==> src/ufi_pkg.sv <==
// package of the usb interrupt flag block: register indices, field positions,
// reset values, timing constants and the grouped event carrier.
// assumes a 20 MHz reference clock and a 32-bit AXI4-Lite register bus.
package ufi_pkg;

  // ---------------------------------------------------------------------------
  // register indices (byte address is four times the index)
  // ---------------------------------------------------------------------------
  localparam logic [5:0] BUS_IRQ_ENABLE_IDX   = 6'h06;
  localparam logic [5:0] TRN_IRQ_ENABLE_IDX   = 6'h07;
  localparam logic [5:0] EVENT_FLAGS_CLR_IDX  = 6'h0A;
  localparam logic [5:0] EVENT_FLAGS_SET_IDX  = 6'h0B;
  localparam logic [5:0] XFER_FLAGS_CLR_IDX   = 6'h0C;
  localparam logic [5:0] XFER_FLAGS_SET_IDX   = 6'h0D;
  localparam logic [5:0] PAD_TRIM_LOW_IDX     = 6'h3A;
  localparam logic [5:0] PAD_TRIM_HIGH_IDX    = 6'h3B;
  localparam int         ADDR_W               = 8;

  // ---------------------------------------------------------------------------
  // field positions
  // ---------------------------------------------------------------------------
  localparam int FRAME_START_BIT  = 7;  // enable and flag share bit 7
  localparam int BUS_EVENT_IE_BIT = 6;
  localparam int BUS_ERROR_IE_BIT = 5;
  localparam int STALL_IE_BIT     = 4;
  localparam int BUS_IDLE_BIT     = 6;
  localparam int BUS_WAKE_BIT     = 5;
  localparam int BUS_RESET_BIT    = 4;
  localparam int ISO_CRC_BIT      = 3;
  localparam int TX_STARVED_BIT   = 2;
  localparam int RX_REFUSED_BIT   = 1;
  localparam int HALT_BIT         = 0;
  localparam int TRANSFER_BIT     = 1;
  localparam int SETUP_BIT        = 0;

  // ---------------------------------------------------------------------------
  // writable masks and reset values
  // ---------------------------------------------------------------------------
  localparam logic [7:0] BUS_IRQ_ENABLE_MASK = 8'hF3;
  localparam logic [7:0] TRN_IRQ_ENABLE_MASK = 8'h03;
  localparam logic [7:0] XFER_FLAGS_MASK     = 8'h03;
  localparam logic [7:0] REG_RESET           = 8'h00;
  localparam logic [1:0] RESP_OKAY           = 2'h0;
  localparam logic [1:0] RESP_SLVERR         = 2'h2;

  // ---------------------------------------------------------------------------
  // timing
  // ---------------------------------------------------------------------------
  localparam int CLK_HZ            = 20_000_000;
  localparam int SUSPEND_IDLE_MS   = 3;
  localparam int SUSPEND_IDLE_CYC  = SUSPEND_IDLE_MS * (CLK_HZ / 1000);
  localparam int IDLE_CNT_W        = 17;

  // ---------------------------------------------------------------------------
  // one-cycle bus event pulses from the usb engine
  // ---------------------------------------------------------------------------
  typedef struct packed {
    logic frame_start;    // sof packet received
    logic bus_reset;      // reset condition on the lines
    logic iso_crc_error;  // crc failure on isochronous out data
    logic tx_starved;     // in token, endpoint had nothing
    logic rx_refused;     // out token, endpoint not ready
    logic halt_sent;      // stall handshake answered
    logic setup_done;     // setup transaction completed
    logic transfer_done;  // in or out transaction completed
  } ufi_events_t;

  typedef enum logic [1:0] {
    UFI_ACTIVE    = 2'b01,
    UFI_SUSPENDED = 2'b10
  } ufi_link_state_t;

endpackage

==> src/ufi_flags.sv <==
// usb device interrupt enable, level and flag logic with pad trim registers.
// assumes events arrive as one-cycle pulses on ref_clk and that the done
// queue outside reports its pending level and pointer writes.
//
// Overview of operation
// - bus error enable gates crc, underflow, overflow
// - level zero blocks every usb interrupt request
// - stall enable gates stall flag interrupt
// - level field enables globally, each source enabled
// - transfer enable gates in/out completion interrupt
// - setup enable gates setup completion interrupt
// - flags at clear/set pair, same read value
// - ones set at set port, clear at clear
// - sof packet sets frame start flag
// - three ms idle sets bus idle flag
// - activity in suspend sets wake, asynchronous wake
// - bus reset condition sets reset flag
// - isochronous crc failure sets check error flag
// - empty in endpoint sets starved flag
// - busy out endpoint sets refused flag
// - stall handshake sets halt flag
// - pointer write or queue drain clears transfer flag
// - transfer flag high while queue enabled and entry pending
// - successful setup sets setup done flag
// - frame start enable gates sof interrupt
// - bus event enable gates idle, wake, reset
`timescale 1ns/1ns

module ufi_flags
  import ufi_pkg::*;
#(
  parameter int SUSPEND_CYCLES = ufi_pkg::SUSPEND_IDLE_CYC
) (
  input  wire  logic                        ref_clk,
  input  wire  logic                        rst_b,
  input  wire  logic [ufi_pkg::ADDR_W-1:0]  s_axi_awaddr,
  input  wire  logic                        s_axi_awvalid,
  output logic                              s_axi_awready,
  input  wire  logic [31:0]                 s_axi_wdata,
  input  wire  logic [3:0]                  s_axi_wstrb,
  input  wire  logic                        s_axi_wvalid,
  output logic                              s_axi_wready,
  output logic [1:0]                        s_axi_bresp,
  output logic                              s_axi_bvalid,
  input  wire  logic                        s_axi_bready,
  input  wire  logic [ufi_pkg::ADDR_W-1:0]  s_axi_araddr,
  input  wire  logic                        s_axi_arvalid,
  output logic                              s_axi_arready,
  output logic [31:0]                       s_axi_rdata,
  output logic [1:0]                        s_axi_rresp,
  output logic                              s_axi_rvalid,
  input  wire  logic                        s_axi_rready,
  input  wire  ufi_pkg::ufi_events_t        bus_events,
  input  wire  logic                        bus_idle,
  input  wire  logic                        done_queue_enable,
  input  wire  logic                        done_queue_pending,
  input  wire  logic                        done_queue_ptr_write,
  output logic [1:0]                        irq_priority_level,
  output logic                              cpu_wake,
  output logic                              link_suspended,
  output logic [15:0]                       pad_trim
);
  import ufi_pkg::*;

  // ---------------------------------------------------------------------------
  // axi4-lite slave state
  // ---------------------------------------------------------------------------
  logic              aw_full;
  logic [ADDR_W-1:0] aw_addr;
  logic              w_full;
  logic [31:0]       w_data;
  logic [3:0]        w_strb;
  logic [1:0]        bresp;
  logic              bvalid;
  logic [31:0]       rdata;
  logic [1:0]        rresp;
  logic              rvalid;
  logic              next_aw_full;
  logic [ADDR_W-1:0] next_aw_addr;
  logic              next_w_full;
  logic [31:0]       next_w_data;
  logic [3:0]        next_w_strb;
  logic [1:0]        next_bresp;
  logic              next_bvalid;
  logic [31:0]       next_rdata;
  logic [1:0]        next_rresp;
  logic              next_rvalid;
  logic              wr_fire;
  logic [5:0]        wr_idx;
  logic [7:0]        wr_byte;
  logic              wr_hit;
  logic [5:0]        rd_idx;
  logic [7:0]        rd_byte;
  logic              rd_hit;

  // ---------------------------------------------------------------------------
  // register state
  // ---------------------------------------------------------------------------
  logic [7:0]        bus_irq_enable;
  logic [7:0]        transaction_irq_enable;
  logic [7:0]        bus_event_flags;
  logic [7:0]        transaction_flags;
  logic [7:0]        pad_trim_low;
  logic [7:0]        pad_trim_high;
  logic [7:0]        next_bus_irq_enable;
  logic [7:0]        next_transaction_irq_enable;
  logic [7:0]        next_bus_event_flags;
  logic [7:0]        next_transaction_flags;
  logic [7:0]        next_pad_trim_low;
  logic [7:0]        next_pad_trim_high;
  logic [7:0]        ev_hw_set;
  logic [7:0]        ev_sw_set;
  logic [7:0]        ev_sw_clr;
  logic [7:0]        tr_set;
  logic [7:0]        tr_clr;

  // ---------------------------------------------------------------------------
  // link idle tracking
  // ---------------------------------------------------------------------------
  ufi_link_state_t        link_state;
  ufi_link_state_t        next_link_state;
  logic [IDLE_CNT_W-1:0]  idle_cnt;
  logic [IDLE_CNT_W-1:0]  next_idle_cnt;
  logic                   idle_hit;
  logic                   wake_hit;

  // ---------------------------------------------------------------------------
  // interrupt output
  // ---------------------------------------------------------------------------
  logic                   irq_any;
  logic [1:0]             next_irq_priority_level;

  // handshake outputs straight from the holding state
  assign s_axi_awready = !aw_full && !bvalid;
  assign s_axi_wready  = !w_full && !bvalid;
  assign s_axi_arready = !rvalid;
  assign s_axi_bvalid  = bvalid;
  assign s_axi_bresp   = bresp;
  assign s_axi_rvalid  = rvalid;
  assign s_axi_rdata   = rdata;
  assign s_axi_rresp   = rresp;

  // write decode once address and data are both held
  assign wr_fire = aw_full && w_full && !bvalid;
  assign wr_idx  = aw_addr[ADDR_W-1:2];
  assign wr_byte = w_strb[0] ? w_data[7:0] : 8'h00;
  assign rd_idx  = s_axi_araddr[ADDR_W-1:2];

  // address map hit check for both directions
  always_comb begin
    wr_hit = 1'b0;
    rd_hit = 1'b0;
    unique case (wr_idx)
      BUS_IRQ_ENABLE_IDX, TRN_IRQ_ENABLE_IDX, EVENT_FLAGS_CLR_IDX, EVENT_FLAGS_SET_IDX,
      XFER_FLAGS_CLR_IDX, XFER_FLAGS_SET_IDX, PAD_TRIM_LOW_IDX, PAD_TRIM_HIGH_IDX: begin
        wr_hit = 1'b1;
      end
      default: begin
        wr_hit = 1'b0;
      end
    endcase
    unique case (rd_idx)
      BUS_IRQ_ENABLE_IDX, TRN_IRQ_ENABLE_IDX, EVENT_FLAGS_CLR_IDX, EVENT_FLAGS_SET_IDX,
      XFER_FLAGS_CLR_IDX, XFER_FLAGS_SET_IDX, PAD_TRIM_LOW_IDX, PAD_TRIM_HIGH_IDX: begin
        rd_hit = 1'b1;
      end
      default: begin
        rd_hit = 1'b0;
      end
    endcase
  end

  // read mux; both addresses of a flag pair return the same byte
  always_comb begin
    rd_byte = 8'h00;
    unique case (rd_idx)
      BUS_IRQ_ENABLE_IDX:  rd_byte = bus_irq_enable;
      TRN_IRQ_ENABLE_IDX:  rd_byte = transaction_irq_enable;
      EVENT_FLAGS_CLR_IDX: rd_byte = bus_event_flags;
      EVENT_FLAGS_SET_IDX: rd_byte = bus_event_flags;
      XFER_FLAGS_CLR_IDX:  rd_byte = transaction_flags;
      XFER_FLAGS_SET_IDX:  rd_byte = transaction_flags;
      PAD_TRIM_LOW_IDX:    rd_byte = pad_trim_low;
      PAD_TRIM_HIGH_IDX:   rd_byte = pad_trim_high;
      default:             rd_byte = 8'h00;
    endcase
  end

  // channel holding, write response and read response next values
  always_comb begin
    next_aw_full = aw_full;
    next_aw_addr = aw_addr;
    next_w_full  = w_full;
    next_w_data  = w_data;
    next_w_strb  = w_strb;
    next_bvalid  = bvalid;
    next_bresp   = bresp;
    next_rvalid  = rvalid;
    next_rdata   = rdata;
    next_rresp   = rresp;
    if (s_axi_awvalid && s_axi_awready) begin
      next_aw_full = 1'b1;
      next_aw_addr = s_axi_awaddr;
    end
    if (s_axi_wvalid && s_axi_wready) begin
      next_w_full = 1'b1;
      next_w_data = s_axi_wdata;
      next_w_strb = s_axi_wstrb;
    end
    if (wr_fire) begin
      next_aw_full = 1'b0;
      next_w_full  = 1'b0;
      next_bvalid  = 1'b1;
      next_bresp   = wr_hit ? RESP_OKAY : RESP_SLVERR;
    end else if (bvalid && s_axi_bready) begin
      next_bvalid = 1'b0;
    end
    if (s_axi_arvalid && s_axi_arready) begin
      next_rvalid = 1'b1;
      next_rdata  = {24'h000000, rd_byte};
      next_rresp  = rd_hit ? RESP_OKAY : RESP_SLVERR;
    end else if (rvalid && s_axi_rready) begin
      next_rvalid = 1'b0;
    end
  end

  // axi slave registers
  always_ff @(posedge ref_clk or negedge rst_b) begin
    if (!rst_b) begin
      aw_full <= 1'b0;
      aw_addr <= '0;
      w_full  <= 1'b0;
      w_data  <= 32'h00000000;
      w_strb  <= 4'h0;
      bvalid  <= 1'b0;
      bresp   <= RESP_OKAY;
      rvalid  <= 1'b0;
      rdata   <= 32'h00000000;
      rresp   <= RESP_OKAY;
    end else begin
      aw_full <= next_aw_full;
      aw_addr <= next_aw_addr;
      w_full  <= next_w_full;
      w_data  <= next_w_data;
      w_strb  <= next_w_strb;
      bvalid  <= next_bvalid;
      bresp   <= next_bresp;
      rvalid  <= next_rvalid;
      rdata   <= next_rdata;
      rresp   <= next_rresp;
    end
  end

  // ---------------------------------------------------------------------------
  // flag set and clear terms
  // ---------------------------------------------------------------------------
  // hardware sets; each one overrides a same-cycle software clear
  always_comb begin
    ev_hw_set                 = 8'h00;
    ev_hw_set[FRAME_START_BIT] = bus_events.frame_start;
    ev_hw_set[BUS_IDLE_BIT]   = idle_hit;
    ev_hw_set[BUS_WAKE_BIT]   = wake_hit;
    ev_hw_set[BUS_RESET_BIT]  = bus_events.bus_reset;
    ev_hw_set[ISO_CRC_BIT]    = bus_events.iso_crc_error;
    ev_hw_set[TX_STARVED_BIT] = bus_events.tx_starved;
    ev_hw_set[RX_REFUSED_BIT] = bus_events.rx_refused;
    ev_hw_set[HALT_BIT]       = bus_events.halt_sent;
    ev_sw_set = (wr_fire && wr_idx == EVENT_FLAGS_SET_IDX) ? wr_byte : 8'h00;
    ev_sw_clr = (wr_fire && wr_idx == EVENT_FLAGS_CLR_IDX) ? wr_byte : 8'h00;
    tr_set = (wr_fire && wr_idx == XFER_FLAGS_SET_IDX) ? wr_byte : 8'h00;
    tr_clr = (wr_fire && wr_idx == XFER_FLAGS_CLR_IDX) ? wr_byte : 8'h00;
    tr_set[SETUP_BIT]    = tr_set[SETUP_BIT] | bus_events.setup_done;
    tr_set[TRANSFER_BIT] = tr_set[TRANSFER_BIT] | bus_events.transfer_done
                         | (done_queue_enable & done_queue_pending);
    tr_clr[TRANSFER_BIT] = tr_clr[TRANSFER_BIT] | done_queue_ptr_write
                         | (done_queue_enable & !done_queue_pending);
  end

  // register next values; zero bits written to a flag port change nothing
  always_comb begin
    next_bus_irq_enable         = bus_irq_enable;
    next_transaction_irq_enable = transaction_irq_enable;
    next_pad_trim_low           = pad_trim_low;
    next_pad_trim_high          = pad_trim_high;
    if (wr_fire && w_strb[0]) begin
      unique case (wr_idx)
        BUS_IRQ_ENABLE_IDX: next_bus_irq_enable = w_data[7:0] & BUS_IRQ_ENABLE_MASK;
        TRN_IRQ_ENABLE_IDX: next_transaction_irq_enable = w_data[7:0] & TRN_IRQ_ENABLE_MASK;
        PAD_TRIM_LOW_IDX:   next_pad_trim_low = w_data[7:0];
        PAD_TRIM_HIGH_IDX:  next_pad_trim_high = w_data[7:0];
        default:            next_pad_trim_low = pad_trim_low;
      endcase
    end
    next_bus_event_flags   = (bus_event_flags & ~ev_sw_clr) | ev_sw_set | ev_hw_set;
    next_transaction_flags = ((transaction_flags & ~tr_clr) | tr_set) & XFER_FLAGS_MASK;
  end

  // control and flag registers
  always_ff @(posedge ref_clk or negedge rst_b) begin
    if (!rst_b) begin
      bus_irq_enable         <= REG_RESET;
      transaction_irq_enable <= REG_RESET;
      bus_event_flags        <= REG_RESET;
      transaction_flags      <= REG_RESET;
      pad_trim_low           <= REG_RESET;
      pad_trim_high          <= REG_RESET;
    end else begin
      bus_irq_enable         <= next_bus_irq_enable;
      transaction_irq_enable <= next_transaction_irq_enable;
      bus_event_flags        <= next_bus_event_flags;
      transaction_flags      <= next_transaction_flags;
      pad_trim_low           <= next_pad_trim_low;
      pad_trim_high          <= next_pad_trim_high;
    end
  end

  assign pad_trim = {pad_trim_high, pad_trim_low};

  // ---------------------------------------------------------------------------
  // suspend detection and wake
  // ---------------------------------------------------------------------------
  // count idle cycles while active; leave suspend on any line activity
  always_comb begin
    next_link_state = link_state;
    next_idle_cnt   = '0;
    idle_hit        = 1'b0;
    wake_hit        = 1'b0;
    unique case (link_state)
      UFI_ACTIVE: begin
        if (bus_idle) begin
          if (idle_cnt == IDLE_CNT_W'(SUSPEND_CYCLES - 1)) begin
            idle_hit        = 1'b1;
            next_link_state = UFI_SUSPENDED;
          end else begin
            next_idle_cnt = idle_cnt + IDLE_CNT_W'(1);
          end
        end
      end
      UFI_SUSPENDED: begin
        if (!bus_idle) begin
          wake_hit        = 1'b1;
          next_link_state = UFI_ACTIVE;
        end
      end
      default: begin
        next_link_state = UFI_ACTIVE;
      end
    endcase
  end

  // link state registers
  always_ff @(posedge ref_clk or negedge rst_b) begin
    if (!rst_b) begin
      link_state <= UFI_ACTIVE;
      idle_cnt   <= '0;
    end else begin
      link_state <= next_link_state;
      idle_cnt   <= next_idle_cnt;
    end
  end

  // wake path needs no clock edge so a stopped clock still wakes the cpu
  assign cpu_wake       = (link_state == UFI_SUSPENDED) && !bus_idle;
  assign link_suspended = (link_state == UFI_SUSPENDED);

  // ---------------------------------------------------------------------------
  // interrupt request
  // ---------------------------------------------------------------------------
  // each source needs its enable (shared within the event and error groups), the level gates all of them
  always_comb begin
    irq_any = (bus_event_flags[FRAME_START_BIT] & bus_irq_enable[FRAME_START_BIT])
            | (|bus_event_flags[BUS_IDLE_BIT:BUS_RESET_BIT]
               & bus_irq_enable[BUS_EVENT_IE_BIT])
            | (|bus_event_flags[ISO_CRC_BIT:RX_REFUSED_BIT]
               & bus_irq_enable[BUS_ERROR_IE_BIT])
            | (bus_event_flags[HALT_BIT] & bus_irq_enable[STALL_IE_BIT])
            | (transaction_flags[TRANSFER_BIT] & transaction_irq_enable[TRANSFER_BIT])
            | (transaction_flags[SETUP_BIT] & transaction_irq_enable[SETUP_BIT]);
    next_irq_priority_level = irq_any ? bus_irq_enable[1:0] : 2'h0;
  end

  // registered request level
  always_ff @(posedge ref_clk or negedge rst_b) begin
    if (!rst_b) begin
      irq_priority_level <= 2'h0;
    end else begin
      irq_priority_level <= next_irq_priority_level;
    end
  end
endmodule

==> config.mk <==
export PLATFORM = sky130hd
export DESIGN_NAME = ufi_flags
export DESIGN_NICKNAME = d
export VERILOG_FILES = /design/src/ufi_pkg.sv /design/src/ufi_flags.sv
export SDC_FILE = /design/constraint.sdc
export NUM_CORES = 1
export LEC_CHECK = 0
export BUFFER_PORTS_ARGS = -buffer_cell sky130_fd_sc_hd__buf_4
export CORE_UTILIZATION = 55
export DETAILED_ROUTE_END_ITERATION = 8
export MAX_ROUTING_LAYER = met4
export PLACE_DENSITY = 0.9
export SYNTH_ARGS = -nofsm -noshare
export SYNTH_HDL_FRONTEND = slang
export SYNTH_SLANG_ARGS = --single-unit
export TNS_END_PERCENT = 30
==> constraint.sdc <==
create_clock -name ref_clk -period 3.3 [get_ports ref_clk]
set_input_delay 0.495 -clock ref_clk [delete_from_list [all_inputs] [get_ports ref_clk]]
set_output_delay 0.495 -clock ref_clk [all_outputs]
set_load 0.02 [all_outputs]
==> results.md <==
- Worst Path Max Fanout: 8
- WL/cell: 16.5 um
- Cells after Synth: around 360
- Placed cell area: 4580 um2
- WHS Endpoint: s_axi_bvalid$_DFFE_PN0P_
- Mean area per synthesized cell: between 10 and 15 um2
- Initial DRT Pass Iterations: 5
- Area grow syn2layout: 18.4%
- Post-synth top flop: dfrtp_1
- Max Root-Sink Buffers: 2
- Finished Layout Cells: 534
- Status: completed
- Initial detailed-routing violation count: a little under 200
- DRT met1 WL: roughly 3700 um
- Most frequent cells in the layout: 83 x dfrtp_1, 75 x buf_4, 42 x mux2_2
- Commonest non-fill, non-tap cell in the layout: dfrtp_1
- Kind of critical path: register to register
- RSZ-0062 raised after global routing: false
- Setup violators final: 0
- Max VDD drop: between 400 and 500 uV
- R2R depth: 6
- Adder-cell share of the synthesized area: less than 1%
- Post-Syn Area: just over 4000 um2
- Worst Skew: 0.0107 ns
- Reg2Reg Capture Point: idle_cnt[14]$_DFF_PN0_
- Top sig layer: met4
- Metal2 WL: ~4400 um
- Antenna Nets Post-Route: 0
- Hold-critical path depth: 2
- Largest net degree at the start of global routing: 85
- Vias: between 3000 and 4000
- Postcts setup bufs: 0
- Hold Path Class: input pin to register
- Io pins: between 100 and 150
- Clock-pin slew on the worst setup and hold paths: 0.08 ns
- Post-synth EDFFs: 0
- Sequential element share of the synthesized area: between 50% and 60%
- Final core occ: 68.9%
- Worst-skew pair later-pin latency: roughly 0.37 ns
- Total core area: between 6000 and 7000 um2
- HP Start: s_axi_bready
- Slew at the pin closest to its max-slew limit: 1.08 ns
- Met3 WL: roughly 550 um
- Port-buffer cells: 74
- Setup crit end kind: register
- Post-synth top area cell: dfrtp_1
- Reg-to-Reg Start: idle_cnt[0]$_DFF_PN0_
- Largest family of logic cells by synthesized area: simple AND/OR/NAND/NOR gates
- Finished Cell Area: about 4800 um2
- Die area: 7690 um2
- Pleak: around 2.2 nW
- Slew margin rel.: about 27%
- Distinct cell type count of the synthesized netlist: 52
- CP startpoint kind: register
- CTS resizes: 0
- Synth top area cells: dfrtp_1 51%, mux2_2 12%, buf_4 4.8%
- Flop2flop setup slack: roughly 1.2 ns
- GRT overflow: 0
- Pwr Density: approximately 620 nW/um2
- Number of synthesis warnings: 0
- Max Cap Viol: 0
- Number of buffers created by CTS: 9
- Total power: 2.98 mW
- FFs w/ async S/R, synth: 100%
- GPL Wtd Cong: around 0.86
- Wirelength, routed: approximately 8800 um
- Initial antenna violation count: 0
- Worst Path Required: about 3.6 ns
- Post-synth top area share: between 50 and 60%
- Chip Width: a little under 90 um
- Nets@finish: 505
- Sequential cell area: roughly 2100 um2
- Final Critical Period: approximately 2.1 ns
- First-pass GRT wire length: 14300 um
- Placed cells: 518
- Mux cell area share after synthesis: a little over an eighth
- Max-slew violation count: 0
- TritonCTS clock tree: done
- Post-Synth Simple-Gate Area: ~15%
- Setup TNS: 0 ns
- Number of global-route vias before repair: ~3000
- DP Wirelength: 6260 um
- Die height: approximately 90 um
- Crit path DAT: about 2.4 ns
- Initial Util: between 50% and 60%
- Synth Area in Compound Gates: under 10%
- # DRC: 0
- Antenna cells: 0
- Post-CTS Hold Buffers: 0
- GRT Util Overall: between 20 and 30%
- Root Driver: clkbuf_8
- Vias/cell: 5.75
- Hold Vio Cnt, Final: 0
- FMAX: between 400 and 500 MHz
- H-tree Lvls: 3
- Synth Area in XOR/XNOR: approximately 3.5%
- Final Cycle Share: approximately 64%
- Share of cells above drive strength 1: between 30% and 40%
- Rows: 30
- Fillers: 523
- Synth Register Bits: 84
- Multi-input gate area: around 1800 um2
- Clock Sink Count: 84
==> registers in the layout, summed over array words and instances (netlist names) <==
signal / flops
aw_addr: 6
aw_full: 1
irq_priority_level: 2
bus_event_flags: 8
w_strb: 1
bus_irq_enable: 6
s_axi_rresp: 1
w_data: 8
transaction_flags: 2
s_axi_bvalid: 1
s_axi_rvalid: 1
pad_trim_high: 8
idle_cnt: 17
s_axi_rdata: 8
pad_trim_low: 8
transaction_irq_enable: 2
s_axi_bresp: 1
link_state: 2
w_full: 1
==> how the worst max path moves through the flow <==
stage / from / endpoint / slack, ns / cells past startpoint
2_1_floorplan: idle_cnt[0]$_DFF_PN0_ / idle_cnt[16]$_DFF_PN0_ / 1.48 / 5
3_3_place_gp: s_axi_araddr[4] / s_axi_rdata[1]$_DFFE_PN0P_ / 1.10 / 5
3_5_place_dp: s_axi_araddr[4] / s_axi_rdata[0]$_DFFE_PN0P_ / 1.02 / 5
4_1_cts: idle_cnt[0]$_DFF_PN0_ / idle_cnt[11]$_DFF_PN0_ / 1.19 / 6
5_1_grt: idle_cnt[0]$_DFF_PN0_ / idle_cnt[14]$_DFF_PN0_ / 1.01 / 6
6_report: idle_cnt[0]$_DFF_PN0_ / idle_cnt[14]$_DFF_PN0_ / 1.19 / 6
==> per-stage QoR <==
stage / setup slack [ns] / hold slack (ns)
3_5_place_dp: 1.02 / 0.472
6_report: 1.19 / 0.293
2_1_floorplan: 1.48 / 0.199
3_3_place_gp: 1.10 / 0.467
5_1_grt: 1.01 / 0.307
4_1_cts: 1.19 / 0.295
==> report_power, final <==
part | total [mW] | internal [mW] | switching (mW) | leakage [nW]
Clock | 0.746 | 0.353 | 0.393 | 0.0958
Combinational | 0.761 | 0.374 | 0.387 | 1.06
Sequential | 1.47 | 1.23 | 0.243 | 1.07
==> cells by family (layout without fill, tap and decap cells) <==
group | Yosys count | in the layout
xor gates and xnor gates | 16 | 16
AOI/OAI and AO/OA | 56 | 56
buffers and inverters | 40 | 96
adders and majority gates | 1 | 1
other | 1 | 26
DFF | 84 | 84
and+or+nand+nor | 111 | 111
muxes | 48 | 48
==> metal layers <==
| layer | vias up | track usage [%] |
|---|---|---|
| li1 | 1406 | - |
| met1 | 1505 | 31.7 |
| met2 | 138 | 41.2 |
| met3 | 23 | 4.71 |
| met4 | 0 | 12.2 |
| met5 | - | - |
==> synth_stat cells (2+ instances only) <==
cell / number
a21o_1: 4
and2_1: 4
nor2_1: 26
nand2_1: 21
nand2b_1: 2
and3_1: 5
inv_1: 5
nand4_1: 9
a311o_1: 4
o31ai_1: 2
a211o_1: 2
or2_2: 2
a21boi_0: 4
nand3b_1: 3
a21oi_1: 3
nor4_1: 3
a31oi_1: 2
buf_4: 26
nor3b_1: 4
mux2_2: 42
a222oi_1: 2
nand3_1: 10
a22oi_1: 4
o21ai_0: 14
clkbuf_1: 4
nor2b_1: 2
dfrtp_1: 83
o22ai_1: 2
buf_2: 5
a221oi_1: 4
nor3_1: 11
xnor2_1: 10
xor2_1: 6
and3b_1: 2
a211oi_1: 3
mux2i_1: 6
==> cell type report <==
cell class / instances / area share, %
multi-input cells: 258 / 37.2
clock inverters: 7 / 1.60
inverters: 5 / 0.392
clock buffers: 9 / 2.59
well taps: 96 / 2.51
repair buffers: 75 / 11.8
flip-flops and latches: 84 / 44.0
==> worst max-delay path: stages, from the launching register on <==
cell     delay, ns
dfrtp_1       0.44
ha_1          0.28
nand3_1       0.16
or2_2         0.33
o21ai_1       0.47
buf_4         0.26
nor2_1        0.06
No activity file was read; power rests on OpenSTA's default activity.
